$ cat src/spsr_pkg.sv
// Package for the slot power status register bank.
package spsr_pkg;

  // ****************************************
  // Register command codes
  // ****************************************
  localparam logic [7:0] ADDR_SLOT_A_STATUS     = 8'h04;
  localparam logic [7:0] ADDR_SLOT_B_STATUS     = 8'h05;
  localparam logic [7:0] ADDR_COMMON_STATUS     = 8'h06;
  localparam logic [7:0] ADDR_SPECIAL_FUNCTION  = 8'h07;

  // ****************************************
  // Field positions
  // ****************************************
  localparam int SS_FAULT_BIT  = 7;
  localparam int SS_MAIN_BIT   = 6;
  localparam int SS_AUX_BIT    = 5;
  localparam int SS_AUXOC_BIT  = 4;
  localparam int SS_R12OC_BIT  = 2;
  localparam int SS_R3OC_BIT   = 0;
  localparam int CS_MASK_BIT   = 3;
  localparam int CS_UV_BIT     = 2;
  localparam int CS_OT_BIT     = 1;
  localparam int FN_AUXB_BIT   = 7;
  localparam int FN_AUXA_BIT   = 6;
  localparam int FN_POFFB_BIT  = 5;
  localparam int FN_POFFA_BIT  = 4;
  localparam int FN_MAINB_BIT  = 3;
  localparam int FN_MAINA_BIT  = 2;
  localparam int FN_SIG_BIT    = 0;

  // ****************************************
  // Reset values and write masks
  // ****************************************
  localparam logic [7:0] RST_SLOT_STATUS   = 8'h00;
  localparam logic [7:0] RST_COMMON_STATUS = 8'h00;
  localparam logic [7:0] RST_FUNCTION      = 8'h0d;
  localparam logic [7:0] SS_WRITE_MASK     = 8'h15;
  localparam logic [7:0] CS_WRITE_MASK     = 8'h0e;
  localparam logic [7:0] FN_WRITE_MASK     = 8'hcc;

  // ****************************************
  // Timing
  // ****************************************
  localparam int CLK_HZ          = 25_000_000;
  localparam int DEGLITCH_MS     = 5;
  localparam int DEGLITCH_CYCLES = (CLK_HZ / 1000) * DEGLITCH_MS;

  // ****************************************
  // Carriers
  // ****************************************
  typedef struct packed {
    logic main_en;
    logic aux_en;
    logic main_fault;
    logic uvlo;
    logic force_active;
    logic aux_oc;
    logic r12_oc;
    logic r3_oc;
    logic timer_expired;
    logic r12_fast_trip;
    logic r3_fast_trip;
    logic below_100mv;
  } spsr_slot_t;

  typedef struct packed {
    logic       wr;
    logic       rd;
    logic [7:0] addr;
    logic [7:0] wdata;
  } spsr_req_t;

endpackage : spsr_pkg

$ cat src/spsr_regs.sv
// Slot status, common status and special function registers.
`timescale 1ns/1ps
//
// Function
// - Slot fault flag mirrors low fault pin unless forced on.
// - Overcurrent clears after condition ends plus echo.
// - Force-on low releases fault pin, flag kept.
// - Slot fault flag inactive under bus control.
// - Main state set when enabled, no fault, no lockout, not forced.
// - Aux state follows internal aux enable.
// - Aux overcurrent on timer or thermal one.
// - Twelve volt overcurrent incl fast trip.
// - Three volt overcurrent incl fast trip.
// - Write one clears flag, releases interrupt.
// - General inputs deglitched five milliseconds.
// - Mask zero lets faults pull interrupt low.
// - Undervoltage flag only while mains enabled.
// - Overtemp flag on thermal stage two.
// - Function read never returns zero.
// - Aux limit is bit ORed with pin.
// - Power-off bit when all outputs low.
// - Main limit bit enables normal limit.
// - Low function bit is fixed signature.
// - Reserved bits read zero.
// - Echo clear happens on next read.
module spsr_regs #(
  parameter int DEGLITCH = spsr_pkg::DEGLITCH_CYCLES
) (
  // Clock and reset
  input  wire logic               clk_sys,
  input  wire logic               rst_n,
  input  wire logic               clk_en,
  // Register access
  input  wire spsr_pkg::spsr_req_t req,
  output logic [7:0]              rdata,
  output logic                    rvalid,
  // Slot conditions
  input  wire spsr_pkg::spsr_slot_t slot_a,
  input  wire spsr_pkg::spsr_slot_t slot_b,
  input  wire logic               smbus_mode,
  input  wire logic               thermal_stage_one,
  input  wire logic               thermal_stage_two,
  // Pins
  input  wire logic [1:0]         force_on_pin_n,
  input  wire logic [1:0]         aux_high_pin,
  input  wire logic [3:0]         general_input,
  output logic [1:0]              fault_pin_o,
  output logic [1:0]              fault_pin_oe_n,
  output logic                    irq_pin_o,
  output logic                    irq_pin_oe_n,
  // Limit controls
  output logic [1:0]              aux_limit_high,
  output logic [1:0]              main_normal_limit_en
);

  // ****************************************
  // Pin synchronisers
  // ****************************************
  logic [7:0] pin_s1_r;
  logic [7:0] pin_s2_r;
  logic [1:0] force_n_s;
  logic [1:0] auxhi_s;
  logic [3:0] gpi_s;

  always_ff @(posedge clk_sys or negedge rst_n) begin
    if (!rst_n) begin
      pin_s1_r <= 8'h00;
      pin_s2_r <= 8'h00;
    end else if (clk_en) begin
      pin_s1_r <= {force_on_pin_n, aux_high_pin, general_input};
      pin_s2_r <= pin_s1_r;
    end
  end

  assign force_n_s = pin_s2_r[7:6];
  assign auxhi_s   = pin_s2_r[5:4];
  assign gpi_s     = pin_s2_r[3:0];

  // ****************************************
  // Deglitch of general inputs
  // ****************************************
  logic [3:0]  gpi_r;
  logic [31:0] gpi_cnt_r [4];

  always_ff @(posedge clk_sys or negedge rst_n) begin
    if (!rst_n) begin
      gpi_r <= 4'h0;
      for (int i = 0; i < 4; i++) gpi_cnt_r[i] <= 32'h0000_0000;
    end else if (clk_en) begin
      for (int i = 0; i < 4; i++) begin
        if (gpi_s[i] == gpi_r[i]) begin
          gpi_cnt_r[i] <= 32'h0000_0000;
        end else if (gpi_cnt_r[i] >= 32'(DEGLITCH - 1)) begin
          gpi_r[i]     <= gpi_s[i];
          gpi_cnt_r[i] <= 32'h0000_0000;
        end else begin
          gpi_cnt_r[i] <= gpi_cnt_r[i] + 32'h0000_0001;
        end
      end
    end
  end

  // ****************************************
  // Write legality
  // ****************************************
  function automatic logic fn_write_legal(input logic [7:0] v);
    fn_write_legal = (v[0] == 1'b1) && ((v & ~8'hcd) == 8'h00);
  endfunction : fn_write_legal

  function automatic logic mask_legal(input logic [7:0] v, input logic [7:0] m);
    mask_legal = ((v & ~m) == 8'h00);
  endfunction : mask_legal

  // ****************************************
  // Sticky fault flags with echo reset
  // ****************************************
  // Per flag: sticky bit and an armed echo that fires on the next read.
  logic [2:0] a_flag_r;
  logic [2:0] a_echo_r;
  logic [2:0] b_flag_r;
  logic [2:0] b_echo_r;
  logic [1:0] c_flag_r;
  logic [1:0] c_echo_r;
  logic [2:0] a_cond;
  logic [2:0] b_cond;
  logic [1:0] c_cond;
  logic       wr_a;
  logic       wr_b;
  logic       wr_c;
  logic       wr_f;
  logic       rd_a;
  logic       rd_b;
  logic       rd_c;

  assign wr_a = req.wr && req.addr == spsr_pkg::ADDR_SLOT_A_STATUS
                && mask_legal(req.wdata, spsr_pkg::SS_WRITE_MASK);
  assign wr_b = req.wr && req.addr == spsr_pkg::ADDR_SLOT_B_STATUS
                && mask_legal(req.wdata, spsr_pkg::SS_WRITE_MASK);
  assign wr_c = req.wr && req.addr == spsr_pkg::ADDR_COMMON_STATUS
                && mask_legal(req.wdata, spsr_pkg::CS_WRITE_MASK);
  assign wr_f = req.wr && req.addr == spsr_pkg::ADDR_SPECIAL_FUNCTION
                && fn_write_legal(req.wdata);
  assign rd_a = req.rd && req.addr == spsr_pkg::ADDR_SLOT_A_STATUS;
  assign rd_b = req.rd && req.addr == spsr_pkg::ADDR_SLOT_B_STATUS;
  assign rd_c = req.rd && req.addr == spsr_pkg::ADDR_COMMON_STATUS;

  function automatic logic [2:0] oc_cond(input spsr_pkg::spsr_slot_t s, input logic t1);
    oc_cond[2] = s.aux_oc && (s.timer_expired || t1);
    oc_cond[1] = (s.r12_oc && (s.timer_expired || t1)) || s.r12_fast_trip;
    oc_cond[0] = (s.r3_oc && (s.timer_expired || t1)) || s.r3_fast_trip;
  endfunction : oc_cond

  function automatic logic [2:0] wbits(input logic [7:0] v);
    wbits = {v[spsr_pkg::SS_AUXOC_BIT], v[spsr_pkg::SS_R12OC_BIT], v[spsr_pkg::SS_R3OC_BIT]};
  endfunction : wbits

  assign a_cond = oc_cond(slot_a, thermal_stage_one);
  assign b_cond = oc_cond(slot_b, thermal_stage_one);
  assign c_cond = {(slot_a.uvlo && slot_a.main_en) || (slot_b.uvlo && slot_b.main_en),
                   thermal_stage_two};

  always_ff @(posedge clk_sys or negedge rst_n) begin
    if (!rst_n) begin
      a_flag_r <= 3'b000;
      a_echo_r <= 3'b000;
    end else if (clk_en) begin
      // A present condition sets the flag and wins over any echo clear.
      if (wr_a) a_echo_r <= a_echo_r | (wbits(req.wdata) & a_flag_r);
      if (rd_a) begin
        a_flag_r <= (a_flag_r & ~a_echo_r) | a_cond;
        a_echo_r <= 3'b000;
      end else begin
        a_flag_r <= a_flag_r | a_cond;
      end
    end
  end

  always_ff @(posedge clk_sys or negedge rst_n) begin
    if (!rst_n) begin
      b_flag_r <= 3'b000;
      b_echo_r <= 3'b000;
    end else if (clk_en) begin
      if (wr_b) b_echo_r <= b_echo_r | (wbits(req.wdata) & b_flag_r);
      if (rd_b) begin
        b_flag_r <= (b_flag_r & ~b_echo_r) | b_cond;
        b_echo_r <= 3'b000;
      end else begin
        b_flag_r <= b_flag_r | b_cond;
      end
    end
  end

  always_ff @(posedge clk_sys or negedge rst_n) begin
    if (!rst_n) begin
      c_flag_r <= 2'b00;
      c_echo_r <= 2'b00;
    end else if (clk_en) begin
      if (wr_c) c_echo_r <= c_echo_r | (req.wdata[2:1] & c_flag_r);
      if (rd_c) begin
        c_flag_r <= (c_flag_r & ~c_echo_r) | c_cond;
        c_echo_r <= 2'b00;
      end else begin
        c_flag_r <= c_flag_r | c_cond;
      end
    end
  end

  // ****************************************
  // Writable control bits
  // ****************************************
  logic       mask_r;
  logic [1:0] auxsel_r;
  logic [1:0] mainlim_r;

  always_ff @(posedge clk_sys or negedge rst_n) begin
    if (!rst_n) begin
      mask_r <= spsr_pkg::RST_COMMON_STATUS[spsr_pkg::CS_MASK_BIT];
    end else if (clk_en && wr_c) begin
      mask_r <= req.wdata[spsr_pkg::CS_MASK_BIT];
    end
  end

  always_ff @(posedge clk_sys or negedge rst_n) begin
    if (!rst_n) begin
      auxsel_r  <= {spsr_pkg::RST_FUNCTION[spsr_pkg::FN_AUXB_BIT],
                    spsr_pkg::RST_FUNCTION[spsr_pkg::FN_AUXA_BIT]};
      mainlim_r <= {spsr_pkg::RST_FUNCTION[spsr_pkg::FN_MAINB_BIT],
                    spsr_pkg::RST_FUNCTION[spsr_pkg::FN_MAINA_BIT]};
    end else if (clk_en && wr_f) begin
      auxsel_r  <= {req.wdata[spsr_pkg::FN_AUXB_BIT], req.wdata[spsr_pkg::FN_AUXA_BIT]};
      mainlim_r <= {req.wdata[spsr_pkg::FN_MAINB_BIT], req.wdata[spsr_pkg::FN_MAINA_BIT]};
    end
  end

  // ****************************************
  // Status views
  // ****************************************
  // The fault flag tracks the drive decision, so it only lives in direct mode.
  logic [1:0] fault_drive;
  logic [7:0] stat_a;
  logic [7:0] stat_b;
  logic [7:0] stat_c;
  logic [7:0] stat_f;
  logic       uv_gate;

  assign fault_drive[0] = !smbus_mode && (a_flag_r != 3'b000 || slot_a.main_fault);
  assign fault_drive[1] = !smbus_mode && (b_flag_r != 3'b000 || slot_b.main_fault);

  function automatic logic [7:0] slot_view(input logic fault, input spsr_pkg::spsr_slot_t s,
                                           input logic [2:0] f);
    slot_view = 8'h00;
    slot_view[spsr_pkg::SS_FAULT_BIT] = fault;
    slot_view[spsr_pkg::SS_MAIN_BIT]  = s.main_en && !s.main_fault && !s.uvlo
                                        && !s.force_active;
    slot_view[spsr_pkg::SS_AUX_BIT]   = s.aux_en;
    slot_view[spsr_pkg::SS_AUXOC_BIT] = f[2];
    slot_view[spsr_pkg::SS_R12OC_BIT] = f[1];
    slot_view[spsr_pkg::SS_R3OC_BIT]  = f[0];
  endfunction : slot_view

  // The flag reflects the drive decision; force-on only opens the pin.
  assign stat_a = slot_view(fault_drive[0], slot_a, a_flag_r);
  assign stat_b = slot_view(fault_drive[1], slot_b, b_flag_r);
  // The lockout view is gated so it is hidden while both main supplies are disabled.
  assign uv_gate = slot_a.main_en || slot_b.main_en;
  assign stat_c = {gpi_r[3], gpi_r[2], gpi_r[1], gpi_r[0], mask_r,
                   c_flag_r[1] && uv_gate, c_flag_r[0], 1'b0};
  assign stat_f = {auxsel_r, slot_b.below_100mv, slot_a.below_100mv,
                   mainlim_r, 1'b0, 1'b1};

  // ****************************************
  // Read port
  // ****************************************
  always_ff @(posedge clk_sys or negedge rst_n) begin
    if (!rst_n) begin
      rvalid <= 1'b0;
    end else if (clk_en) begin
      rvalid <= req.rd;
    end
  end

  // Data follows the address every cycle, so it only means something with rvalid.
  always_ff @(posedge clk_sys or negedge rst_n) begin
    if (!rst_n) begin
      rdata <= 8'h00;
    end else if (clk_en) begin
      case (req.addr)
        spsr_pkg::ADDR_SLOT_A_STATUS:    rdata <= stat_a;
        spsr_pkg::ADDR_SLOT_B_STATUS:    rdata <= stat_b;
        spsr_pkg::ADDR_COMMON_STATUS:    rdata <= stat_c;
        spsr_pkg::ADDR_SPECIAL_FUNCTION: rdata <= stat_f;
        default:                         rdata <= 8'h00;
      endcase
    end
  end

  // ****************************************
  // Pins and limit outputs
  // ****************************************
  // Both pins are open drain: the level stays low and only the enable moves.
  always_ff @(posedge clk_sys or negedge rst_n) begin
    if (!rst_n) begin
      fault_pin_o    <= 2'b00;
      fault_pin_oe_n <= 2'b11;
    end else if (clk_en) begin
      fault_pin_o    <= 2'b00;
      fault_pin_oe_n <= ~(fault_drive & force_n_s);
    end
  end

  always_ff @(posedge clk_sys or negedge rst_n) begin
    if (!rst_n) begin
      irq_pin_o    <= 1'b0;
      irq_pin_oe_n <= 1'b1;
    end else if (clk_en) begin
      irq_pin_o    <= 1'b0;
      irq_pin_oe_n <= mask_r || (a_flag_r == 3'b000 && b_flag_r == 3'b000
                                 && c_flag_r == 2'b00);
    end
  end

  always_ff @(posedge clk_sys or negedge rst_n) begin
    if (!rst_n) begin
      aux_limit_high <= {spsr_pkg::RST_FUNCTION[spsr_pkg::FN_AUXB_BIT],
                         spsr_pkg::RST_FUNCTION[spsr_pkg::FN_AUXA_BIT]};
    end else if (clk_en) begin
      aux_limit_high <= auxsel_r | auxhi_s;
    end
  end

  always_ff @(posedge clk_sys or negedge rst_n) begin
    if (!rst_n) begin
      main_normal_limit_en <= {spsr_pkg::RST_FUNCTION[spsr_pkg::FN_MAINB_BIT],
                               spsr_pkg::RST_FUNCTION[spsr_pkg::FN_MAINA_BIT]};
    end else if (clk_en) begin
      main_normal_limit_en <= mainlim_r;
    end
  end

endmodule : spsr_regs

$ cat config.mk
export PLATFORM = sky130hd
export DESIGN_NAME = spsr_regs
export DESIGN_NICKNAME = d
export VERILOG_FILES = /design/src/spsr_pkg.sv /design/src/spsr_regs.sv
export SDC_FILE = /design/constraint.sdc
export NUM_CORES = 1
export LEC_CHECK = 0
export BUFFER_PORTS_ARGS = -buffer_cell sky130_fd_sc_hd__buf_2
export CORE_MARGIN = 2
export CORE_UTILIZATION = 54
export CTS_CLUSTER_SIZE = 24
export DETAILED_ROUTE_END_ITERATION = 10
export GPL_ROUTABILITY_DRIVEN = 0
export HOLD_SLACK_MARGIN = 0.12
export PLACE_DENSITY = 0.73
export SYNTH_ARGS = -nofsm -noshare
export SYNTH_HDL_FRONTEND = slang
export SYNTH_SLANG_ARGS = --single-unit
export TNS_END_PERCENT = 50
$ cat constraint.sdc
create_clock -name clk_sys -period 2.4 [get_ports clk_sys]
set_input_delay 0.12 -clock clk_sys [delete_from_list [all_inputs] [get_ports clk_sys]]
set_output_delay 0.12 -clock clk_sys [all_outputs]
set_load 0.01 [all_outputs]
==> summary.txt, run 1 <==
Outcome
  • Status: finished clean

Synthesis
  • Synth warnings: 0
  • EDFF count, synth: 0
  • Leading area contributor after synthesis: dfrtp_1
  • Yosys top cell area share: 51.7%
  • Synth unique cells: 67
  • Register area share after synthesis: 53.8%
  • Synth async-reset ratio: between 90% and 100%
  • Top post-synthesis cells by area: dfrtp_1 (52%), nor2b_1 (4.9%), mux2_2 (3.7%)
  • Synthesized instance count: ~820
  • Commonest cells post-synth: dfrtp_1 (178), nor2b_1 (68), nand2_1 (54)
  • Yosys reg bits: between 150 and 200
  • Top_reg_cell synth: dfrtp_1
  • Cell with the most instances after synthesis: dfrtp_1
  • Mapped cell area: 0.00861 mm²
  • Synthesized area per cell: 10.5 µm²

Power
  • Max VDD drop: approximately 0.00055 V
  • Cell Pwr Density: 704 mW/mm²
  • Total chip power: 7.27 mW
  • Lkg Pwr: approximately 4.6 nW

Setup path
  • WP data arrival: roughly 2700 ps
  • Register-to-Register Setup Slack: between 100 and 150 ps
  • Startpoint Class: flip-flop
  • Reg2reg end: gpi_cnt_r[78]
  • Worst r2r path cells: 7
  • Worst path required time: 2760 ps
  • Setup Crit Path Kind: flip-flop to flip-flop
  • CP Max Fanout: 7
  • Crit. End Element: flip-flop
  • Reg2reg start: gpi_cnt_r[64]

Global routing
  • Vias in the first global route: between 6000 and 7000
  • Global-route usage over all layers: 22.3%
  • Gr ovfl total: 0
  • Largest net degree at the start of global routing: 59
  • Initial antenna violation count: 0
  • Global-route wire length before repair: 30100 µm

Worst hold path
  • Hold_sp: slot_b[9]
  • Hold EP: fault_pin_oe_n[1]
  • Worst hold path depth: 4
  • Class of the worst hold path: primary input to flip-flop

Timing
  • Max Clk Rate: 435 MHz
  • Worst slew margin: between 50% and 60%
  • Tcrit/Tclk final: between 90% and 100%
  • RSZ-0062 raised after global routing: no
  • Post-route minimum period: around 2300 ps
  • Hold Slack: 139 ps
  • Total negative slack: 0 ps
  • Actual slew at the worst max-slew pin: approximately 680 ps
  • Final Max Tran Viols: 0
  • Final count of negative-setup-slack endpoints: 0
  • Final hold vios: 0
  • Clk_skew: 8.60 ps

Die
  • Io pins: 75
  • Core footprint: between 0.015 and 0.02 mm²
  • Die area: between 0.015 and 0.02 mm²
  • Die Y: 130 µm
  • Starting density of the core: a little over half
  • Site Rows: 46
  • Die width: ~130 µm

Clocking
  • Root Buffer: clkbuf_16
  • H-tree depth: 4
  • Number of buffers created by CTS: 17
  • Clk buf depth: 2
  • CTS sink cnt: 185
  • TritonCTS clock tree: built
  • Clock transition at path regs: around 60 ps
  • Clk_lat worst skew: 420 ps

Route
  • Total wire length: 19000 µm
  • Drt first-iter violations: 404
  • First-pass DRT Iterations: 5
  • Routed vias/inst: roughly 5.8
  • WL/cell: 16.3 µm
  • Via count: between 6000 and 7000
  • Antenna viol nets, final: 0
  • DRC Markers: 0

Cells and area
  • Antenna Cells: 0
  • Area Overhead vs Synth: 19.8%
  • Nets: 992
  • Layout Cells excl Fill: between 1000 and 1500
  • Share of layout cells above drive strength 1: 18.9%

Job
  • # Max-Cap Violations: 0

Placement
  • Cell count after placement: ~1100
  • Dpl hpwl: around 12000 µm
  • # port buffers: 71
registers in the layout, indices dropped and copies added, names as in the netlist, 3 cells and up:
name,cells
pin_s2_r,8
a_echo_r,3
a_flag_r,3
b_flag_r,3
b_echo_r,3
pin_s1_r,8
gpi_r,4
gpi_cnt_r,128
rdata,8
cell type report:
type | count | area (µm²)
Clock inverter | 7 | 189
Timing Repair Buffer | 126 | 902
Clock buffer | 25 | 475
Inverter | 33 | 124
Sequential cell | 185 | 4640
Multi-Input combinational cell | 569 | 3720
Fill cell | 1224 | 5390
Tap cell | 216 | 270
how the worst max path moves through the flow:
stage                   from            end  slack (ps)  cells after the start
5_1_grt        gpi_cnt_r[64]  gpi_cnt_r[78]           2                      7
3_5_place_dp    gpi_cnt_r[0]   gpi_cnt_r[5]          80                      6
2_1_floorplan  gpi_cnt_r[64]  gpi_cnt_r[79]         270                      8
4_1_cts         gpi_cnt_r[0]   gpi_cnt_r[5]          60                      6
3_3_place_gp    gpi_cnt_r[0]   gpi_cnt_r[8]         130                      6
6_report       gpi_cnt_r[64]  gpi_cnt_r[78]         100                      7
per-stage QoR:
step / instance area (µm²) / setup WS (ps) / utilization [%]
CTS: 10300 / 60.2 / 65.4
detailed placement: 9270 / 75.8 / 59.0
floorplan: 8620 / 274 / -
finish: 10300 / 103 / 65.7
global route: 10300 / 2.45 / 65.7
global placement: 9270 / 131 / 59.0
layout by cell type, fill, tap and decap left out, types with 5 or more instances in the layout:
cell	n
clkbuf_16	17
nor4_1	28
o21ai_0	46
and3_1	12
dfrtp_1	178
nor2_1	51
and2_1	9
o2bb2ai_1	19
nand2_1	54
nand4_1	12
a31oi_1	26
buf_2	69
dfstp_2	7
a41oi_1	6
a22o_1	12
dlygate4sd3_1	34
bufinv_16	6
o31ai_1	11
nor2b_1	68
nor3_1	24
buf_4	19
a21oi_1	31
nand4b_1	5
a21o_1	9
mux2_2	28
clkbuf_1	6
nor3b_1	5
inv_1	33
nand3_1	31
mux2i_1	6
power breakdown:
group / switching [mW] / leakage [nW] / internal [mW]
logic: 0.412 / 1.87 / 0.311
registers: 0.145 / 2.46 / 3.26
clock network: 1.12 / 0.320 / 2.02
timing repair:
| item | 4_1_cts | 5_1_grt |
|---|---|---|
| hold buffers | 34 | 0 |
| endpoints found under the hold margin | 150 | 0 |
| setup buffers | 0 | 1 |
| resized for setup | 0 | 6 |
| endpoints found under the setup margin | 0 | 38 |
kinds of logic (layout without fill, tap and decap cells):
| group | count (synthesis) | after routing | synth area share (%) |
|---|---|---|---|
| AND/OR/NAND/NOR | 329 | 329 | 20.9 |
| AO/OA/AOI/OAI | 189 | 191 | 15.3 |
| adder cells (fa/ha/maj) | 4 | 4 | 0.581 |
| buffers and inverters | 71 | 191 | 3.57 |
| multiplexers | 38 | 38 | 5.40 |
| other | 1 | 3 | 0.0435 |
| flip-flops | 185 | 185 | 53.8 |
| XOR/XNOR | 4 | 4 | 0.407 |
worst max-delay path: stages (launching register included):
cell and delay [ps]:
dfrtp_1 410, ha_1 250, a2111oi_1 460, o21ai_1 190, a211o_2 420, nor3_2 190, buf_4 180, a22o_1 130
metal layers:
| layer | part of all wire (%) | global-route usage (%) | vias to the layer above |
|---|---|---|---|
| met5 | 0 | 0 | - |
| met4 | 2.4 | 7.65 | 0 |
| met3 | 4.0 | 5.33 | 35 |
| met2 | 48 | 34.6 | 153 |
| met1 | 46 | 31.0 | 3315 |
| li1 | - | - | 3226 |
No activity file was read; power rests on OpenSTA's default activity.
==> run 2, diff against run 1 <==
--- a/config.mk
+++ b/config.mk
@@ -6,6 +6,7 @@
 export NUM_CORES = 1
 export LEC_CHECK = 0
 export BUFFER_PORTS_ARGS = -buffer_cell sky130_fd_sc_hd__buf_2
+export CORE_ASPECT_RATIO = 0.7
 export CORE_MARGIN = 2
 export CORE_UTILIZATION = 54
 export CTS_CLUSTER_SIZE = 24
@@ -13,6 +14,7 @@
 export GPL_ROUTABILITY_DRIVEN = 0
 export HOLD_SLACK_MARGIN = 0.12
 export PLACE_DENSITY = 0.73
+export SKIP_LAST_GASP = 1
 export SYNTH_ARGS = -nofsm -noshare
 export SYNTH_HDL_FRONTEND = slang
 export SYNTH_SLANG_ARGS = --single-unit
==> run 2 against run 1 <==
Net effect:
- sequential share of layout area rose by 0.13 points
- global-route usage increased by 1.9 points
- via count rose by 3.6%
- worst setup slack worse by 99 ps
- routed wire length grew 5.6%
- critical path type is now primary input to flip-flop
- clock skew up 5.7 ps
- largest cell class unchanged
- cell count is 1.1% lower
- sequential power hardly changed
- register-to-register slack barely moved
- highest routed layer unchanged
==> summary.txt, run 2 (synthesis gave the netlist of run 1 again) <==
Setup path
  • Worst path required time: 2770 ps (about the same)
  • Setup Crit Path Kind: primary input to flip-flop
  • Worst Path Buf+Inv: 3 (+2)
  • Reg2reg end: gpi_cnt_r[5]
  • CP peak stage delay: 560 ps (+100 ps)
  • Most frequent CP cell: dlygate4sd3_1
  • Crit. End Element: flip-flop
  • Slowest-stage cell, CP: dlygate4sd3_1
  • Worst r2r path cells: 6 (-1)
  • CP Max Fanout: 4 (-3)
  • Register-to-Register Setup Slack: 100 ps (about the same)
  • WP data arrival: 2760 ps (+110 ps)
  • Startpoint Class: primary input
  • Reg2reg start: gpi_cnt_r[0]
  • CP delay by family, top: buffers and inverters
  • Crit path cell chain: dlygate4sd3_1, buf_2, nor2b_1, and2_1, nand2_1, nor4_4, mux2_2, dlygate4sd3_1

Timing
  • Final count of negative-setup-slack endpoints: 0 (unchanged)
  • Worst slew margin: 51.1% (-3.5 points)
  • Post-route minimum period: 2400 ps (+98.8 ps)
  • RSZ-0062 raised after global routing: yes
  • Actual slew at the worst max-slew pin: 734 ps (+58.5 ps)
  • Final hold vios: 0 (unchanged)
  • Total negative slack: 0 ps (unchanged)
  • Tcrit/Tclk final: 99.8% (+4.1 points)
  • Final Max Tran Viols: 0 (unchanged)
  • Max Clk Rate: 417 MHz (-4.1%)
  • Clk_skew: 14.3 ps (+5.69 ps)

Die
  • Die area: 0.0170 mm² (about the same)
  • Die Y: 110 µm (-16%)
  • Starting density of the core: 55.4% (+0.58 points)
  • Io pins: 75 (unchanged)
  • Core footprint: 0.0155 mm² (-1.1%)
  • Die width: 155 µm (+19%)
  • Site Rows: 38 (-17%)

Global routing
  • Global-route usage over all layers: 24.2% (+1.9 points)
  • Global-route wire length before repair: 32800 µm (+9.1%)
  • Vias in the first global route: 6806 (+9.3%)
  • Largest net degree at the start of global routing: 77 (+31%)
  • Initial antenna violation count: 0 (unchanged)
  • Gr ovfl total: 0 (unchanged)

Power
  • Lkg Pwr: 4.64 nW (-0.21%)
  • Max VDD drop: 0.000589 V (+7.3%)
  • Cell Pwr Density: 676 mW/mm² (-4.0%)

Cells and area
  • Register area: 0.00464 mm² (unchanged)
  • Final Core Density: 66.2% (+0.51 points)
  • Area Overhead vs Synth: 19.5%
  • Fill cells: 1179 (-3.7%)
  • Max reg flops: 128 (unchanged)
  • Area taken by multi-input logic gates: 0.00373 mm² (+0.10%)
  • Antenna Cells: 0 (unchanged)
  • Most frequent cells in the layout: dfrtp_1 (178), buf_2 (69), nor2b_1 (68), nand2_1 (54), nor2_1 (51)
  • Nets: 995 (+0.30%)
  • Largest Register: gpi_cnt_r
  • Most common cell after layout, fill and taps aside: dfrtp_1
  • Share of layout cells above drive strength 1: 19.8% (+0.89 points)

Job
  • # Max-Cap Violations: 0 (unchanged)

Worst hold path
  • Hold EP: rdata[4]
  • Worst hold path depth: 4 (unchanged)
  • Class of the worst hold path: primary input to flip-flop
  • Hold_sp: slot_a[0]

Clocking
  • Number of buffers created by CTS: 17 (unchanged)
  • Clk_lat worst skew: 440 ps (+20 ps)
  • Clock transition at path regs: 80 ps (+20 ps)
  • CTS sink cnt: 185 (unchanged)
  • TritonCTS clock tree: built
  • H-tree depth: 4 (unchanged)
  • Root Buffer: clkbuf_16
  • Clk buf depth: 2 (unchanged)

Route
  • Total wire length: 20000 µm (+5.6%)
  • Antenna viol nets, final: 0 (unchanged)
  • DRC Markers: 0 (unchanged)
  • Via count: 6969 (+3.6%)
  • Routed vias/inst: 6.07 (+4.7%)
  • WL/cell: 17.4 µm (+6.8%)
  • Drt first-iter violations: 597 (+48%)
  • First-pass DRT Iterations: 5 (unchanged)

Placement
  • Dpl hpwl: 13300 µm (+10%)
  • # port buffers: 71 (unchanged)

Outcome
  • Status: finished clean
-- run 2: cell types whose count changed in the layout (fill, tap and decap cells not counted), sizes merged --
cell / delta
clkinv: +8
a211o: -1
clkbuf: -9
inv: +6
dlygate4sd3: +2
bufinv: -6
buf: +3
-- run 2: how the worst max path moves through the flow --
stage,startpoint,endpoint,slack (ps),depth (start not counted)
3_5_place_dp,gpi_cnt_r[0],gpi_cnt_r[7],80,6
2_1_floorplan,gpi_cnt_r[64],gpi_cnt_r[79],270,8
4_1_cts,gpi_cnt_r[0],gpi_cnt_r[7],60,6
6_report,req[11],mainlim_r[1],4,8
5_1_grt,gpi_cnt_r[97],gpi_cnt_r[112],-80,7
3_3_place_gp,gpi_cnt_r[0],gpi_cnt_r[8],140,6
-- run 2: cell type report --
class / instances / share of cell area, %
clock buffers: 17 / 4.13
clock inverters: 15 / 1.88
inverters: 33 / 1.20
multi-input cells: 568 / 36.2
flip-flops and latches: 185 / 45.1
well taps: 200 / 2.43
repair buffers: 130 / 9.08
-- run 2: report_power, final --
part	internal, mW	switching, mW
Sequential	3.25	0.149
Clock	1.43	1.39
Combinational	0.315	0.423
-- run 2: stage by stage --
stage | power [mW] | cell area (µm²) | instances | worst slack (ps) | hold slack, ps
3_3_place_gp | 4.08 | 9250 | 1077 | 136 | 191
5_1_grt | 7.25 | 10300 | 1148 | -81.9 | 182
4_1_cts | 7.00 | 10200 | 1145 | 64.5 | 136
2_1_floorplan | 3.84 | 8620 | 823 | 274 | -176
6_report | 6.96 | 10300 | 1148 | 4.12 | 155
3_5_place_dp | 4.13 | 9250 | 1077 | 84.9 | 208
-- run 2: repair_timing --
item / in CTS / in global routing
hold buffers: 36 / 0
endpoints found under the setup margin: 0 / 46
resized for setup: 0 / 8
setup buffers: 0 / 2
hold endpoints to repair: 108 / 0
-- run 2: routing by layer --
| layer | wire length (µm) | track usage, % |
|---|---|---|
| met5 | 0 | 0 |
| met4 | 275 | 6.35 |
| met3 | 1230 | 5.64 |
| met2 | 9380 | 38.5 |
| met1 | 9120 | 33.9 |
-- run 2: worst min-delay path, stage by stage --
cell       delay, ps
buf_2             80
mux4_2           210
inv_1             40
o2bb2ai_1        100
